[src/valley_qr_pkg.sv]
/*
   Constants for the valley-switching quasi-resonant control core.
   Assumes a 125 MHz core clock.
*/
package valley_qr_pkg;
   // ==========================================================
   // Clock
   localparam int unsigned CLK_PERIOD_NS = 8;

   // ==========================================================
   // Soft-start
   localparam int unsigned SOFTSTART_MS = 12;
   localparam int unsigned SS_STEPS = 4;
   localparam logic [1:0] SS_STEP_FIRST = 2'h0;
   localparam logic [1:0] SS_STEP_LAST = 2'h3;
   localparam int unsigned SS_FIRST_MV = 320;
   localparam int unsigned SS_LAST_MV = 1000;
   localparam int unsigned SS_STEP_CYCLES = (SOFTSTART_MS * 1000000) / (SS_STEPS * CLK_PERIOD_NS);

   // ==========================================================
   // Valley counter
   localparam int unsigned COUNT_PERIOD_MS = 48;
   localparam int unsigned COUNT_PERIOD_CYCLES = (COUNT_PERIOD_MS * 1000000) / CLK_PERIOD_NS;
   localparam logic [2:0] VALLEY_MIN = 3'h1;
   localparam logic [2:0] VALLEY_MAX = 3'h7;
   localparam logic [2:0] CROSS_MIN = 3'h0;
   localparam logic [2:0] CROSS_MAX = 3'h7;
   localparam int unsigned CROSS_DET_MV = 100;

   // ==========================================================
   // Switching times
   localparam int unsigned LEB_NS = 220;
   localparam int unsigned RING_SHORT_NS = 2000;
   localparam int unsigned RING_LONG_NS = 25000;
   localparam int unsigned MAX_OFF_NS = 50000;
   localparam int unsigned OVP_BLANK_NS = 1000;
   localparam int unsigned LEB_CYCLES = (LEB_NS + CLK_PERIOD_NS - 1) / CLK_PERIOD_NS;
   localparam int unsigned RING_SHORT_CYCLES = (RING_SHORT_NS + CLK_PERIOD_NS - 1) / CLK_PERIOD_NS;
   localparam int unsigned RING_LONG_CYCLES = (RING_LONG_NS + CLK_PERIOD_NS - 1) / CLK_PERIOD_NS;
   localparam int unsigned MAX_OFF_CYCLES = (MAX_OFF_NS + CLK_PERIOD_NS - 1) / CLK_PERIOD_NS;
   localparam int unsigned OVP_BLANK_CYCLES = (OVP_BLANK_NS + CLK_PERIOD_NS - 1) / CLK_PERIOD_NS;

   // ==========================================================
   // Synchroniser bit positions
   localparam int unsigned SYNC_W = 9;
   localparam int unsigned IX_SUPPLY = 0;
   localparam int unsigned IX_FB_UP = 1;
   localparam int unsigned IX_FB_DOWN = 2;
   localparam int unsigned IX_FB_RESET = 3;
   localparam int unsigned IX_CROSS = 4;
   localparam int unsigned IX_OVP = 5;
   localparam int unsigned IX_RING = 6;
   localparam int unsigned IX_CS = 7;
   localparam int unsigned IX_LINE = 8;

   // ==========================================================
   // Switching states
   typedef enum logic [4:0] {
      ST_WAIT = 5'h01,
      ST_SUPPRESS = 5'h02,
      ST_OFF_WAIT = 5'h04,
      ST_ON = 5'h08,
      ST_LATCHED = 5'h10
   } sw_state_t;
endpackage

[src/valley_switch_frequency_reduction.sv]
/*
   Valley-switching frequency reduction core: soft-start, valley counter,
   zero-crossing counter, gate timing and overvoltage latch.
   Assumes analog comparator outputs arrive asynchronously and the supply
   turn-on event is seen on supply_on_in.
*/
// Notes on behaviour
// - Supply turn-on disables the start-up cell and starts soft-start.
// - Peak current limit rises in four steps over the soft-start time.
// - Feedback thresholds are evaluated and the valley counter updated each period.
// - Per period: below up increments, mid holds, above down decrements, above reset sets one.
// - Valley counter saturates between one and seven.
// - Valley counter starts at one.
// - Feedback threshold set follows the detected line level.
// - Valley counter gives the zero crossing at which the switch turns on.
// - Turn-on from digital counters; turn-off from the current comparator.
// - Zero-crossing counter holds zero to seven and never wraps.
// - Each falling zero crossing after turn-off adds one to the crossing counter.
// - Crossing counter clears whenever the gate goes high.
// - Overvoltage while off latches the gate off after a blanking delay.
// - After suppression, turn on once crossings reach the valley count.
// - Gate off for the maximum off time forces turn-on.
// - Suppression is long when the crossing input is below ringing level, else short.
// - Turn-off comparator ignored for the blanking time after turn-on.
module valley_switch_frequency_reduction
   import valley_qr_pkg::*;
#(
   parameter int unsigned SS_STEP_LEN = SS_STEP_CYCLES,
   parameter int unsigned COUNT_PERIOD_LEN = COUNT_PERIOD_CYCLES,
   parameter int unsigned MAX_OFF_LEN = MAX_OFF_CYCLES
) (
   input wire logic core_clk_in,
   input wire logic rst_n_in,
   input wire logic supply_on_in,
   input wire logic fb_level_above_up_in,
   input wire logic fb_level_above_down_in,
   input wire logic fb_level_above_reset_in,
   input wire logic zero_cross_input_det_in,
   input wire logic zero_cross_input_ovp_in,
   input wire logic zero_cross_input_ring_in,
   input wire logic cs_trip_in,
   input wire logic line_high_in,
   output logic gate_output_out,
   output logic startup_cell_en_out,
   output logic [1:0] cs_limit_step_out,
   output logic threshold_sel_out,
   output logic [2:0] valley_count_out,
   output logic latched_off_out
);
   // ==========================================================
   // Input synchronisers
   logic [SYNC_W-1:0] raw_in;
   logic [SYNC_W-1:0] sync1_ff;
   logic [SYNC_W-1:0] sync2_ff;
   logic cross_prev_ff;
   logic cross_event;

   assign raw_in = {line_high_in, cs_trip_in, zero_cross_input_ring_in, zero_cross_input_ovp_in,
                    zero_cross_input_det_in, fb_level_above_reset_in, fb_level_above_down_in,
                    fb_level_above_up_in, supply_on_in};

   always_ff @(posedge core_clk_in) begin
      if (!rst_n_in) begin
         sync1_ff <= '0;
         sync2_ff <= '0;
         cross_prev_ff <= 1'b0;
      end else begin
         sync1_ff <= raw_in;
         sync2_ff <= sync1_ff;
         cross_prev_ff <= sync2_ff[IX_CROSS];
      end
   end

   assign cross_event = cross_prev_ff & ~sync2_ff[IX_CROSS];

   // ==========================================================
   // Switching state machine
   sw_state_t state_ff;
   sw_state_t nxt_state;
   logic [31:0] off_cnt_ff;
   logic [31:0] on_cnt_ff;
   logic [31:0] ovp_cnt_ff;
   logic ring_long_ff;
   logic [2:0] cross_cnt_ff;
   logic [2:0] valley_ff;
   logic is_off;
   logic ovp_trip;
   logic max_off_hit;
   logic ring_done;
   logic valley_hit;
   logic leb_done;

   assign is_off = (state_ff == ST_SUPPRESS) || (state_ff == ST_OFF_WAIT);
   assign ovp_trip = is_off && sync2_ff[IX_OVP] && (ovp_cnt_ff >= OVP_BLANK_CYCLES - 1);
   assign max_off_hit = off_cnt_ff >= MAX_OFF_LEN - 1;
   assign ring_done = ring_long_ff ? (off_cnt_ff >= RING_LONG_CYCLES - 1)
                                   : (off_cnt_ff >= RING_SHORT_CYCLES - 1);
   assign valley_hit = cross_cnt_ff >= valley_ff;
   assign leb_done = on_cnt_ff >= LEB_CYCLES - 1;

   always_comb begin
      nxt_state = state_ff;
      case (state_ff)
         ST_WAIT: begin
            if (sync2_ff[IX_SUPPLY]) begin
               nxt_state = ST_SUPPRESS;
            end
         end
         ST_SUPPRESS: begin
            if (ovp_trip) begin
               nxt_state = ST_LATCHED;
            end else if (max_off_hit) begin
               nxt_state = ST_ON;
            end else if (ring_done) begin
               nxt_state = ST_OFF_WAIT;
            end
         end
         ST_OFF_WAIT: begin
            if (ovp_trip) begin
               nxt_state = ST_LATCHED;
            end else if (valley_hit || max_off_hit) begin
               nxt_state = ST_ON;
            end
         end
         ST_ON: begin
            if (leb_done && sync2_ff[IX_CS]) begin
               nxt_state = ST_SUPPRESS;
            end
         end
         ST_LATCHED: begin
            nxt_state = ST_LATCHED;
         end
         default: begin
            nxt_state = ST_LATCHED;
         end
      endcase
   end

   always_ff @(posedge core_clk_in) begin
      if (!rst_n_in) begin
         state_ff <= ST_WAIT;
         gate_output_out <= 1'b0;
         latched_off_out <= 1'b0;
         startup_cell_en_out <= 1'b1;
      end else begin
         state_ff <= nxt_state;
         gate_output_out <= (nxt_state == ST_ON);
         latched_off_out <= (nxt_state == ST_LATCHED);
         startup_cell_en_out <= (nxt_state == ST_WAIT);
      end
   end

   // ==========================================================
   // Off, on and overvoltage timers
   always_ff @(posedge core_clk_in) begin
      if (!rst_n_in) begin
         off_cnt_ff <= 32'h0;
         on_cnt_ff <= 32'h0;
         ovp_cnt_ff <= 32'h0;
         ring_long_ff <= 1'b0;
      end else begin
         if (nxt_state == ST_SUPPRESS && state_ff != ST_SUPPRESS) begin
            off_cnt_ff <= 32'h0;
            ring_long_ff <= ~sync2_ff[IX_RING];
         end else if (is_off && !max_off_hit) begin
            off_cnt_ff <= off_cnt_ff + 32'h1;
         end
         if (state_ff != ST_ON) begin
            on_cnt_ff <= 32'h0;
         end else if (!leb_done) begin
            on_cnt_ff <= on_cnt_ff + 32'h1;
         end
         if (is_off && sync2_ff[IX_OVP] && !ovp_trip) begin
            ovp_cnt_ff <= ovp_cnt_ff + 32'h1;
         end else if (!(is_off && sync2_ff[IX_OVP])) begin
            ovp_cnt_ff <= 32'h0;
         end
      end
   end

   // ==========================================================
   // Zero-crossing counter
   always_ff @(posedge core_clk_in) begin
      if (!rst_n_in) begin
         cross_cnt_ff <= CROSS_MIN;
      end else if (nxt_state == ST_ON && state_ff != ST_ON) begin
         cross_cnt_ff <= CROSS_MIN;
      end else if (is_off && cross_event && cross_cnt_ff != CROSS_MAX) begin
         cross_cnt_ff <= cross_cnt_ff + 3'h1;
      end
   end

   // ==========================================================
   // Valley counter
   logic running;
   logic [31:0] period_cnt_ff;
   logic period_tick;
   logic seen_up_ff;
   logic seen_down_ff;
   logic seen_reset_ff;
   logic any_up;
   logic any_down;
   logic any_reset;
   logic [2:0] nxt_valley;

   assign running = (state_ff != ST_WAIT);
   assign period_tick = running && (period_cnt_ff >= COUNT_PERIOD_LEN - 1);
   assign any_up = seen_up_ff | sync2_ff[IX_FB_UP];
   assign any_down = seen_down_ff | sync2_ff[IX_FB_DOWN];
   assign any_reset = seen_reset_ff | sync2_ff[IX_FB_RESET];
   assign nxt_valley = any_reset ? VALLEY_MIN :
                       any_down ? ((valley_ff == VALLEY_MIN) ? VALLEY_MIN : valley_ff - 3'h1) :
                       any_up ? valley_ff :
                       ((valley_ff == VALLEY_MAX) ? VALLEY_MAX : valley_ff + 3'h1);

   always_ff @(posedge core_clk_in) begin
      if (!rst_n_in) begin
         period_cnt_ff <= 32'h0;
         seen_up_ff <= 1'b0;
         seen_down_ff <= 1'b0;
         seen_reset_ff <= 1'b0;
         valley_ff <= VALLEY_MIN;
      end else if (!running) begin
         period_cnt_ff <= 32'h0;
         seen_up_ff <= 1'b0;
         seen_down_ff <= 1'b0;
         seen_reset_ff <= 1'b0;
         valley_ff <= VALLEY_MIN;
      end else if (period_tick) begin
         period_cnt_ff <= 32'h0;
         seen_up_ff <= 1'b0;
         seen_down_ff <= 1'b0;
         seen_reset_ff <= 1'b0;
         valley_ff <= nxt_valley;
      end else begin
         period_cnt_ff <= period_cnt_ff + 32'h1;
         seen_up_ff <= any_up;
         seen_down_ff <= any_down;
         seen_reset_ff <= any_reset;
      end
   end

   // ==========================================================
   // Soft-start and threshold selection
   logic [31:0] ss_cnt_ff;
   logic ss_tick;

   assign ss_tick = running && (cs_limit_step_out != SS_STEP_LAST) && (ss_cnt_ff >= SS_STEP_LEN - 1);

   always_ff @(posedge core_clk_in) begin
      if (!rst_n_in) begin
         ss_cnt_ff <= 32'h0;
         cs_limit_step_out <= SS_STEP_FIRST;
         threshold_sel_out <= 1'b0;
         valley_count_out <= VALLEY_MIN;
      end else begin
         threshold_sel_out <= sync2_ff[IX_LINE];
         valley_count_out <= valley_ff;
         if (!running || ss_tick) begin
            ss_cnt_ff <= 32'h0;
         end else if (cs_limit_step_out != SS_STEP_LAST) begin
            ss_cnt_ff <= ss_cnt_ff + 32'h1;
         end
         if (ss_tick) begin
            cs_limit_step_out <= cs_limit_step_out + 2'h1;
         end
      end
   end
endmodule

[config.mk]
export PLATFORM = sky130hd
export DESIGN_NAME = valley_switch_frequency_reduction
export DESIGN_NICKNAME = d
export VERILOG_FILES = /design/src/valley_qr_pkg.sv /design/src/valley_switch_frequency_reduction.sv
export SDC_FILE = /design/constraint.sdc
export NUM_CORES = 1
export LEC_CHECK = 0
export BUFFER_PORTS_ARGS = -buffer_cell sky130_fd_sc_hd__buf_2
export CORE_ASPECT_RATIO = 1.2
export CORE_MARGIN = 8
export CORE_UTILIZATION = 32
export CTS_BUF_LIST = sky130_fd_sc_hd__clkbuf_4 sky130_fd_sc_hd__clkbuf_8
export DETAILED_ROUTE_END_ITERATION = 10
export PLACE_DENSITY_LB_ADDON = 0.2
export SLEW_MARGIN = 25
export SYNTH_ARGS = -nofsm -noshare
export SYNTH_HDL_FRONTEND = slang
export SYNTH_SLANG_ARGS = --single-unit
[constraint.sdc]
create_clock -name core_clk_in -period 4.55 [get_ports core_clk_in]
set_input_delay 0.455 -clock core_clk_in [delete_from_list [all_inputs] [get_ports core_clk_in]]
set_output_delay 0.455 -clock core_clk_in [all_outputs]
set_load 0.02 [all_outputs]
==> impl_metrics.py, run 1 <==
metrics = {
    "setup_path": {
        "arrival_ns": 3.07,
        "critPathMaxFanout": 12,
        "cp-end-kind": "register",
        "worst_r2r_path_depth": 6,
        "start_kind": "register",
        "crit_type": "reg2reg",
        "cp_data_required_time_ns": 4.95,
        "regToRegSetupSlack_ns": 1.88,
        "timing.rr.end": "state_ff[2]",
        "worst_r2r_startpoint": "off_cnt_ff[19]",
    },
    "yosys": {
        "synth_flop_cell": "dfxtp_1",
        "ys_seq_area_share_pct": 54.01,
        "netlist_top_cells_count": "203 x dfxtp_1, 114 x nor2_1, 59 x and2_1, 48 x and3_1, 36 x nand2_1",
        "yosys.area_share.adder_pct": 2.993,
        "synth_top_area_share_pct": 54.01,
        "ys_seq_elements": 203,
        "yosysWarnings": 0,
        "synthXorXnorAreaFrac_pct": 6.984,
        "synth_compound_area_share_pct": 5.454,
        "synth_top_family_by_area": "simple AND/OR/NAND/NOR gates",
        "synth-simple-area-share_pct": 27.49,
        "yosysMostFrequentCell": "dfxtp_1",
        "synth_edf_count": 0,
        "syn_area_sq_um": 7525,
        "synth_cells": 769,
        "avgSynthCellArea_sq_um": 9.785,
        "yosys-mux-area-fraction_pct": 0.9312,
        "synthTopCellsByArea": "dfxtp_1 54%, nor2_1 5.7%, and2_1 4.9%",
        "synth.largest_area_cell": "dfxtp_1",
        "synth_cell_types": 49,
        "async_flop_share_pct": 0,
    },
    "placed_design": {
        "place_inst": 1087,
        "port_buffers": 19,
        "placed_area_sq_um": 7956,
        "dp_hpwl_um": 9118,
        "place.gp.congestion": 0.7349,
        "dp_slack_ns": 1.894,
    },
    "sta": {
        "setup_viol": 0,
        "rsz0062_at_grt": "false",
        "setup_ws_ns": 1.878,
        "max_clock_freq_mhz": 374.2,
        "hold_viol": 0,
        "max_slew_margin_pct": 29.48,
        "fin_worst_skew_ns": 0.02184,
        "post-route-min-period_ns": 2.672,
        "maxSlewViolCount": 0,
        "fin_crit_sh_pct": 58.73,
        "setup_tns_ns": 0,
        "tightest_slew_ns": 1.054,
    },
    "pwr": {
        "power_density_nw_per_um2": 412.4,
        "switching_power_uw": 795.9,
        "p_clk_share_pct": 46.7,
        "intPower_uw": 2787,
        "switching_share_pct": 22.21,
        "p_seq_share_pct": 50.6,
        "p_leak_uw": 0.003416,
        "p_comb_share_pct": 2.8,
        "peakVddDrop_mv": 0.2443,
    },
    "routing": {
        "met2_length_um": 6138,
        "drc_errors": 0,
        "wl_met3_um": 550,
        "ant_nets": 0,
        "wl_per_cell_um": 12.21,
        "dr_total_vias": 5169,
        "routed.top_layer": "met4",
        "met1Wirelength_um": 6969,
        "drtPass1Iterations": 4,
        "viasPerCell": 4.491,
        "drtIter0Drc": 200,
        "wirelength_um": 14060,
    },
    "clocking": {
        "ctsHtreeMaxLevel": 2,
        "post_cts_resized": 0,
        "clock_path_buffers": 3,
        "path_clk_slew_ns": 0.06,
        "cts_tree": "done",
        "clkLatencyLatePin_ns": 0.52,
        "numCtsBuffers": 36,
        "clock-sinks": 203,
        "ctsHoldBuffers": 0,
        "clockRootBuffer": "clkbuf_8",
        "cts_setup_buffers": 0,
    },
    "min_path": {
        "hp-class": "in2reg",
        "min_path_cells": 2,
        "hold_path.startpoint": "cs_trip_in",
        "hold_end": "sync1_ff[7]",
    },
    "global_route": {
        "grt_use_total_pct": 10.10,
        "gr-total-overflow": 0,
        "grt_pass1_wl_um": 24360,
        "first_global_vias": 5111,
        "grt_start_max_net_pins": 62,
        "antenna_found_initial": 0,
    },
    "floorplanning": {
        "start_util_pct": 32.54,
        "num_rows": 61,
        "die_area_sq_um": 28700,
        "die_w_um": 156.0,
        "core_area_sq_um": 23130,
        "ios": 20,
        "die-height_um": 184.0,
    },
    "job": {
        "drv_cap": 0,
    },
    "layout": {
        "final_cell_area_sq_um": 8688,
        "syn_to_final_growth_pct": 15.46,
        "final_util_pct": 37.57,
        "fin_nets": 839,
        "diodes": 0,
        "finalNonFillerCells": 1151,
        "final_layout_size_suffix_gt1_share_pct": 13.64,
    },
    "run_status": {
        "status": "finished, final reports clean",
    },
}
sequential cells by signal, summed over array words and instances (netlist names):
signal               cells
threshold_sel_out        1
seen_reset_ff            1
period_cnt_ff           32
ring_long_ff             1
startup_cell_en_out      1
ovp_cnt_ff              32
valley_ff                3
gate_output_out          1
valley_count_out         3
cross_cnt_ff             3
seen_down_ff             1
cross_prev_ff            1
state_ff                 5
sync2_ff                 9
seen_up_ff               1
on_cnt_ff               32
sync1_ff                 9
latched_off_out          1
ss_cnt_ff               32
cs_limit_step_out        2
off_cnt_ff              32
cell type report:
| cell class | count | area, sq um |
|---|---|---|
| clock buffers | 56 | 676.9 |
| clock inverters | 8 | 55.05 |
| fillers | 2354 | 14440 |
| inverters | 12 | 45.04 |
| multi-input cells | 535 | 3336 |
| flip-flops and latches | 203 | 4064 |
| well taps | 315 | 394.1 |
| repair buffers | 22 | 117.6 |
critical path, stage by stage (launching register included):
cell     delay, ns
dfxtp_1       0.30
or4_1         0.52
nor2_1        0.11
nand4_1       0.58
or4_1         0.76
a32oi_1       0.22
nor3b_1       0.06
stage by stage:
stage | power, uW | hold WS, ns
6_report | 3583 | 0.1475
5_1_grt | 3759 | 0.1111
4_1_cts | 3663 | 0.1059
3_5_place_dp | 1952 | 0.4024
3_3_place_gp | 1952 | 0.4134
2_1_floorplan | 1919 | 0.3897
power by group through the flow:
stage	clock network [uW]	logic (uW)	registers, uW
after global routing	1830	112	1810
after global placement	0	101	1850
after CTS	1750	102	1810
after floorplan	0	66.8	1850
final	1670	98.8	1810
after detailed placement	0	102	1850
layout by cell type, fill, tap and decap left out, types with 3 or more instances in the layout:
cell type | netlist | final
clkbuf_8 | 0 | 41
nor2b_1 | 3 | 3
buf_4 | 0 | 3
o21a_1 | 3 | 3
buf_2 | 3 | 19
dfxtp_1 | 203 | 203
conb_1 | 1 | 9
o21ai_0 | 11 | 11
and4_1 | 5 | 5
ha_1 | 18 | 18
o211ai_1 | 7 | 7
a211oi_1 | 5 | 5
or4_1 | 3 | 3
clkinv_2 | 0 | 4
nand3_1 | 25 | 25
nor4_1 | 18 | 18
nand4_1 | 17 | 17
nand2_1 | 36 | 35
mux2i_1 | 7 | 7
a21oi_1 | 6 | 6
clkbuf_4 | 0 | 15
or2_2 | 3 | 3
xnor2_1 | 29 | 29
and3_1 | 48 | 48
and2_2 | 10 | 10
nor2_1 | 114 | 114
nor3_1 | 21 | 21
nor4_2 | 5 | 5
and2_1 | 59 | 59
inv_1 | 12 | 12
xor2_1 | 31 | 31
a31oi_1 | 17 | 17
nand4b_1 | 4 | 4
cells by family after synthesis:
family / count (synthesis)
flip-flops: 203
AND/OR/NAND/NOR: 381
buffers and inverters: 39
adder cells (fa/ha/maj): 18
multiplexers: 7
AO/OA/AOI/OAI: 60
other: 1
XOR/XNOR: 60
per-layer routing:
metal	GRT usage (%)	vias to the layer above
met5	0	-
li1	-	2722
met1	12.77	2362
met2	15.86	55
met3	2.634	30
met4	4.549	0
how the worst max path moves through the flow:
stage / startpoint / endpoint / slack [ns] / cells after the start
after CTS: off_cnt_ff[19] / state_ff[2] / 1.87 / 6
final: off_cnt_ff[19] / state_ff[2] / 1.88 / 6
after global placement: off_cnt_ff[19] / state_ff[2] / 1.94 / 6
after detailed placement: off_cnt_ff[19] / state_ff[2] / 1.89 / 6
after global routing: off_cnt_ff[19] / state_ff[2] / 1.71 / 6
after floorplan: cs_limit_step_out[0] / ss_cnt_ff[25] / 2.41 / 10
Power figures use the tool's default switching activity.
==> run 2, diff against run 1 <==
--- a/config.mk
+++ b/config.mk
@@ -5,6 +5,7 @@
 export SDC_FILE = /design/constraint.sdc
 export NUM_CORES = 1
 export LEC_CHECK = 0
+export ABC_AREA = 1
 export BUFFER_PORTS_ARGS = -buffer_cell sky130_fd_sc_hd__buf_2
 export CORE_ASPECT_RATIO = 1.2
 export CORE_MARGIN = 8
==> constraint.sdc (replaced) <==
create_clock -name core_clk_in -period 2.17 [get_ports core_clk_in]
set_input_delay 0.217 -clock core_clk_in [delete_from_list [all_inputs] [get_ports core_clk_in]]
set_output_delay 0.217 -clock core_clk_in [all_outputs]
set_load 0.02 [all_outputs]
==> run 2 against run 1 <==
Against the previous run:
- sequential power up 110%
- first-iteration DRC count up 27%
- count of clock-buffer cells in the layout down 1
- design area up 13%
- utilization up 0.17 points
- largest power group unchanged
- flip-flop and latch count unchanged
==> impl_metrics.py, run 2 <==
metrics = {
    "run_status": {
        "status": "finished, final reports clean",
    },
    "floorplanning": {
        "die-height_um": 193.9,
        "num_rows": 65,
        "start_util_pct": 32.34,
        "die_w_um": 164.3,
        "core_area_sq_um": 26110,
        "die_area_sq_um": 31860,
        "ios": 20,
    },
    "clocking": {
        "clock-sinks": 203,
        "path_clk_slew_ns": 0.06,
        "ctsHoldBuffers": 9,
        "clockRootBuffer": "clkbuf_8",
        "numCtsBuffers": 36,
        "clock_path_buffers": 3,
        "ctsHtreeMaxLevel": 2,
        "clkLatencyLatePin_ns": 0.52,
        "cts_setup_buffers": 0,
        "post_cts_resized": 0,
        "cts_tree": "done",
    },
    "routing": {
        "drc_errors": 0,
        "wl_per_cell_um": 10.84,
        "drtPass1Iterations": 5,
        "dr_total_vias": 6593,
        "ant_nets": 0,
        "wirelength_um": 16730,
        "drtIter0Drc": 253,
        "viasPerCell": 4.270,
    },
    "yosys": {
        "synth_top_area_share_pct": 48.14,
        "yosys-mux-area-fraction_pct": 0.2371,
        "yosys.area_share.adder_pct": 2.668,
        "synth_cells": 1115,
        "synthXorXnorAreaFrac_pct": 3.320,
        "synth-simple-area-share_pct": 29.97,
        "ys_seq_elements": 203,
        "synth_cell_types": 49,
        "avgSynthCellArea_sq_um": 7.571,
        "netlist_top_cells_count": "218 x nor2_1, 203 x dfxtp_1, 187 x inv_1, 184 x nand2_1, 53 x a21oi_1",
        "ys_seq_area_share_pct": 48.14,
        "synth.largest_area_cell": "dfxtp_1",
        "synth_compound_area_share_pct": 5.899,
        "yosysMostFrequentCell": "nor2_1",
        "yosysWarnings": 0,
        "synth_top_family_by_area": "simple AND/OR/NAND/NOR gates",
        "async_flop_share_pct": 0,
        "synth_edf_count": 0,
        "synthTopCellsByArea": "dfxtp_1 48%, nor2_1 9.7%, inv_1 8.3%",
        "syn_area_sq_um": 8442,
        "synth_flop_cell": "dfxtp_1",
    },
    "placed_design": {
        "dp_hpwl_um": 11610,
        "port_buffers": 19,
        "place.gp.congestion": 0.8389,
        "placed_area_sq_um": 9005,
    },
    "job": {
        "drv_cap": 0,
    },
    "min_path": {
        "hp-class": "in2reg",
    },
    "global_route": {
        "first_global_vias": 6563,
        "grt_pass1_wl_um": 29080,
        "antenna_found_initial": 0,
        "grt_use_total_pct": 10.73,
        "grt_start_max_net_pins": 33,
        "gr-total-overflow": 0,
    },
    "pwr": {
        "p_leak_uw": 0.003852,
        "p_seq_share_pct": 49.3,
        "intPower_uw": 6002,
        "switching_power_uw": 1715,
        "peakVddDrop_mv": 0.4889,
        "power_uw": 7717,
        "p_comb_share_pct": 3.4,
        "power_density_nw_per_um2": 783.3,
        "switching_share_pct": 22.22,
        "p_clk_share_pct": 47.3,
    },
    "sta": {
        "setup_tns_ns": 0,
        "maxSlewViolCount": 0,
        "max_slew_margin_pct": 64.09,
        "tightest_slew_ns": 0.5367,
        "rsz0062_at_grt": "false",
        "max_clock_freq_mhz": 521.7,
        "post-route-min-period_ns": 1.917,
        "fin_worst_skew_ns": 0.03961,
        "hold_viol": 0,
        "fin_crit_sh_pct": 88.34,
        "setup_viol": 0,
    },
    "setup_path": {
        "critPathMaxFanout": 11,
        "start_kind": "register",
        "arrival_ns": 2.31,
        "cp_data_required_time_ns": 2.56,
        "crit_type": "reg2reg",
        "cp-end-kind": "register",
    },
    "layout": {
        "syn_to_final_growth_pct": 16.70,
        "layout_common_cells": "218 x nor2_1, 203 x dfxtp_1, 187 x inv_1, 184 x nand2_1, 53 x a21oi_1",
        "fin_nets": 1212,
        "final_layout_size_suffix_gt1_share_pct": 12.74,
        "fillCellCount": 2736,
        "final_cell_area_sq_um": 9852,
        "diodes": 0,
        "layout.cells.most_common": "nor2_1",
    },
}
run 2: cell families after synthesis:
| group | count (synthesis) |
|---|---|
| AND/OR/NAND/NOR | 557 |
| buffers and inverters | 211 |
| flip-flops | 203 |
| AO/OA/AOI/OAI | 91 |
| XOR/XNOR | 32 |
| adder cells (fa/ha/maj) | 18 |
| multiplexers | 2 |
| other | 1 |
run 2: metal layers:
metal,part of all wire [%],global-route usage (%),up-vias
li1,-,-,3588
met1,48,12.95,2888
met2,45,17.62,74
met3,3.3,2.676,43
met4,3.2,4.755,0
met5,0,0,-
run 2: final timing paths:
path / start / to / slack, ns / cells past startpoint
worst max register to register: off_cnt_ff[0] / off_cnt_ff[2] / 0.25 / 11
worst max-delay path: off_cnt_ff[0] / off_cnt_ff[2] / 0.25 / 11
worst min-delay path: rst_n_in / state_ff[4] / 0.02 / 3
worst min register to register: sync1_ff[1] / sync2_ff[1] / 0.40 / 2
run 2: stage by stage:
step | std cells | setup slack [ns] | hold slack [ns] | utilization (%)
6_report | 1544 | 0.2530 | 0.02069 | 37.74
5_1_grt | 1544 | 0.003378 | 0.02811 | 37.74
4_1_cts | 1544 | 0.2247 | 0.001848 | 37.74
3_5_place_dp | 1471 | 0.2458 | 0.3961 | 34.49
3_3_place_gp | 1471 | 0.2570 | 0.3945 | 34.49
2_1_floorplan | 1123 | 0.4266 | 0.3146 | -
run 2: layout make-up:
| class | count | area (sq um) | area share [%] |
|---|---|---|---|
| Clock inverter | 9 | 75.07 | 0.7620 |
| Timing Repair Buffer | 40 | 300.3 | 3.048 |
| Clock buffer | 55 | 681.9 | 6.922 |
| Multi-Input combinational cell | 709 | 3587 | 36.41 |
| Sequential cell | 203 | 4064 | 41.25 |
| Tap cell | 335 | 419.2 | 4.255 |
| Inverter | 193 | 724.4 | 7.353 |
run 2: power by group through the flow:
stage | logic, uW | registers [uW] | clock network, uW
final | 259 | 3810 | 3650
after global routing | 300 | 3810 | 3980
after CTS | 265 | 3800 | 3830
after detailed placement | 251 | 3890 | 0
after global placement | 250 | 3890 | 0
after floorplan | 160 | 3890 | 0
run 2: critical path: stages (launching register included):
cell and delay (ns):
dfxtp_1 0.40, inv_1 0.11, ha_1 0.20, nand2_1 0.08, nand3_1 0.06, nand2_1 0.10, nand2_2 0.08, nand2_4 0.12
inv_1 0.06, nand2_1 0.31, o21ai_0 0.11, nor3b_2 0.16
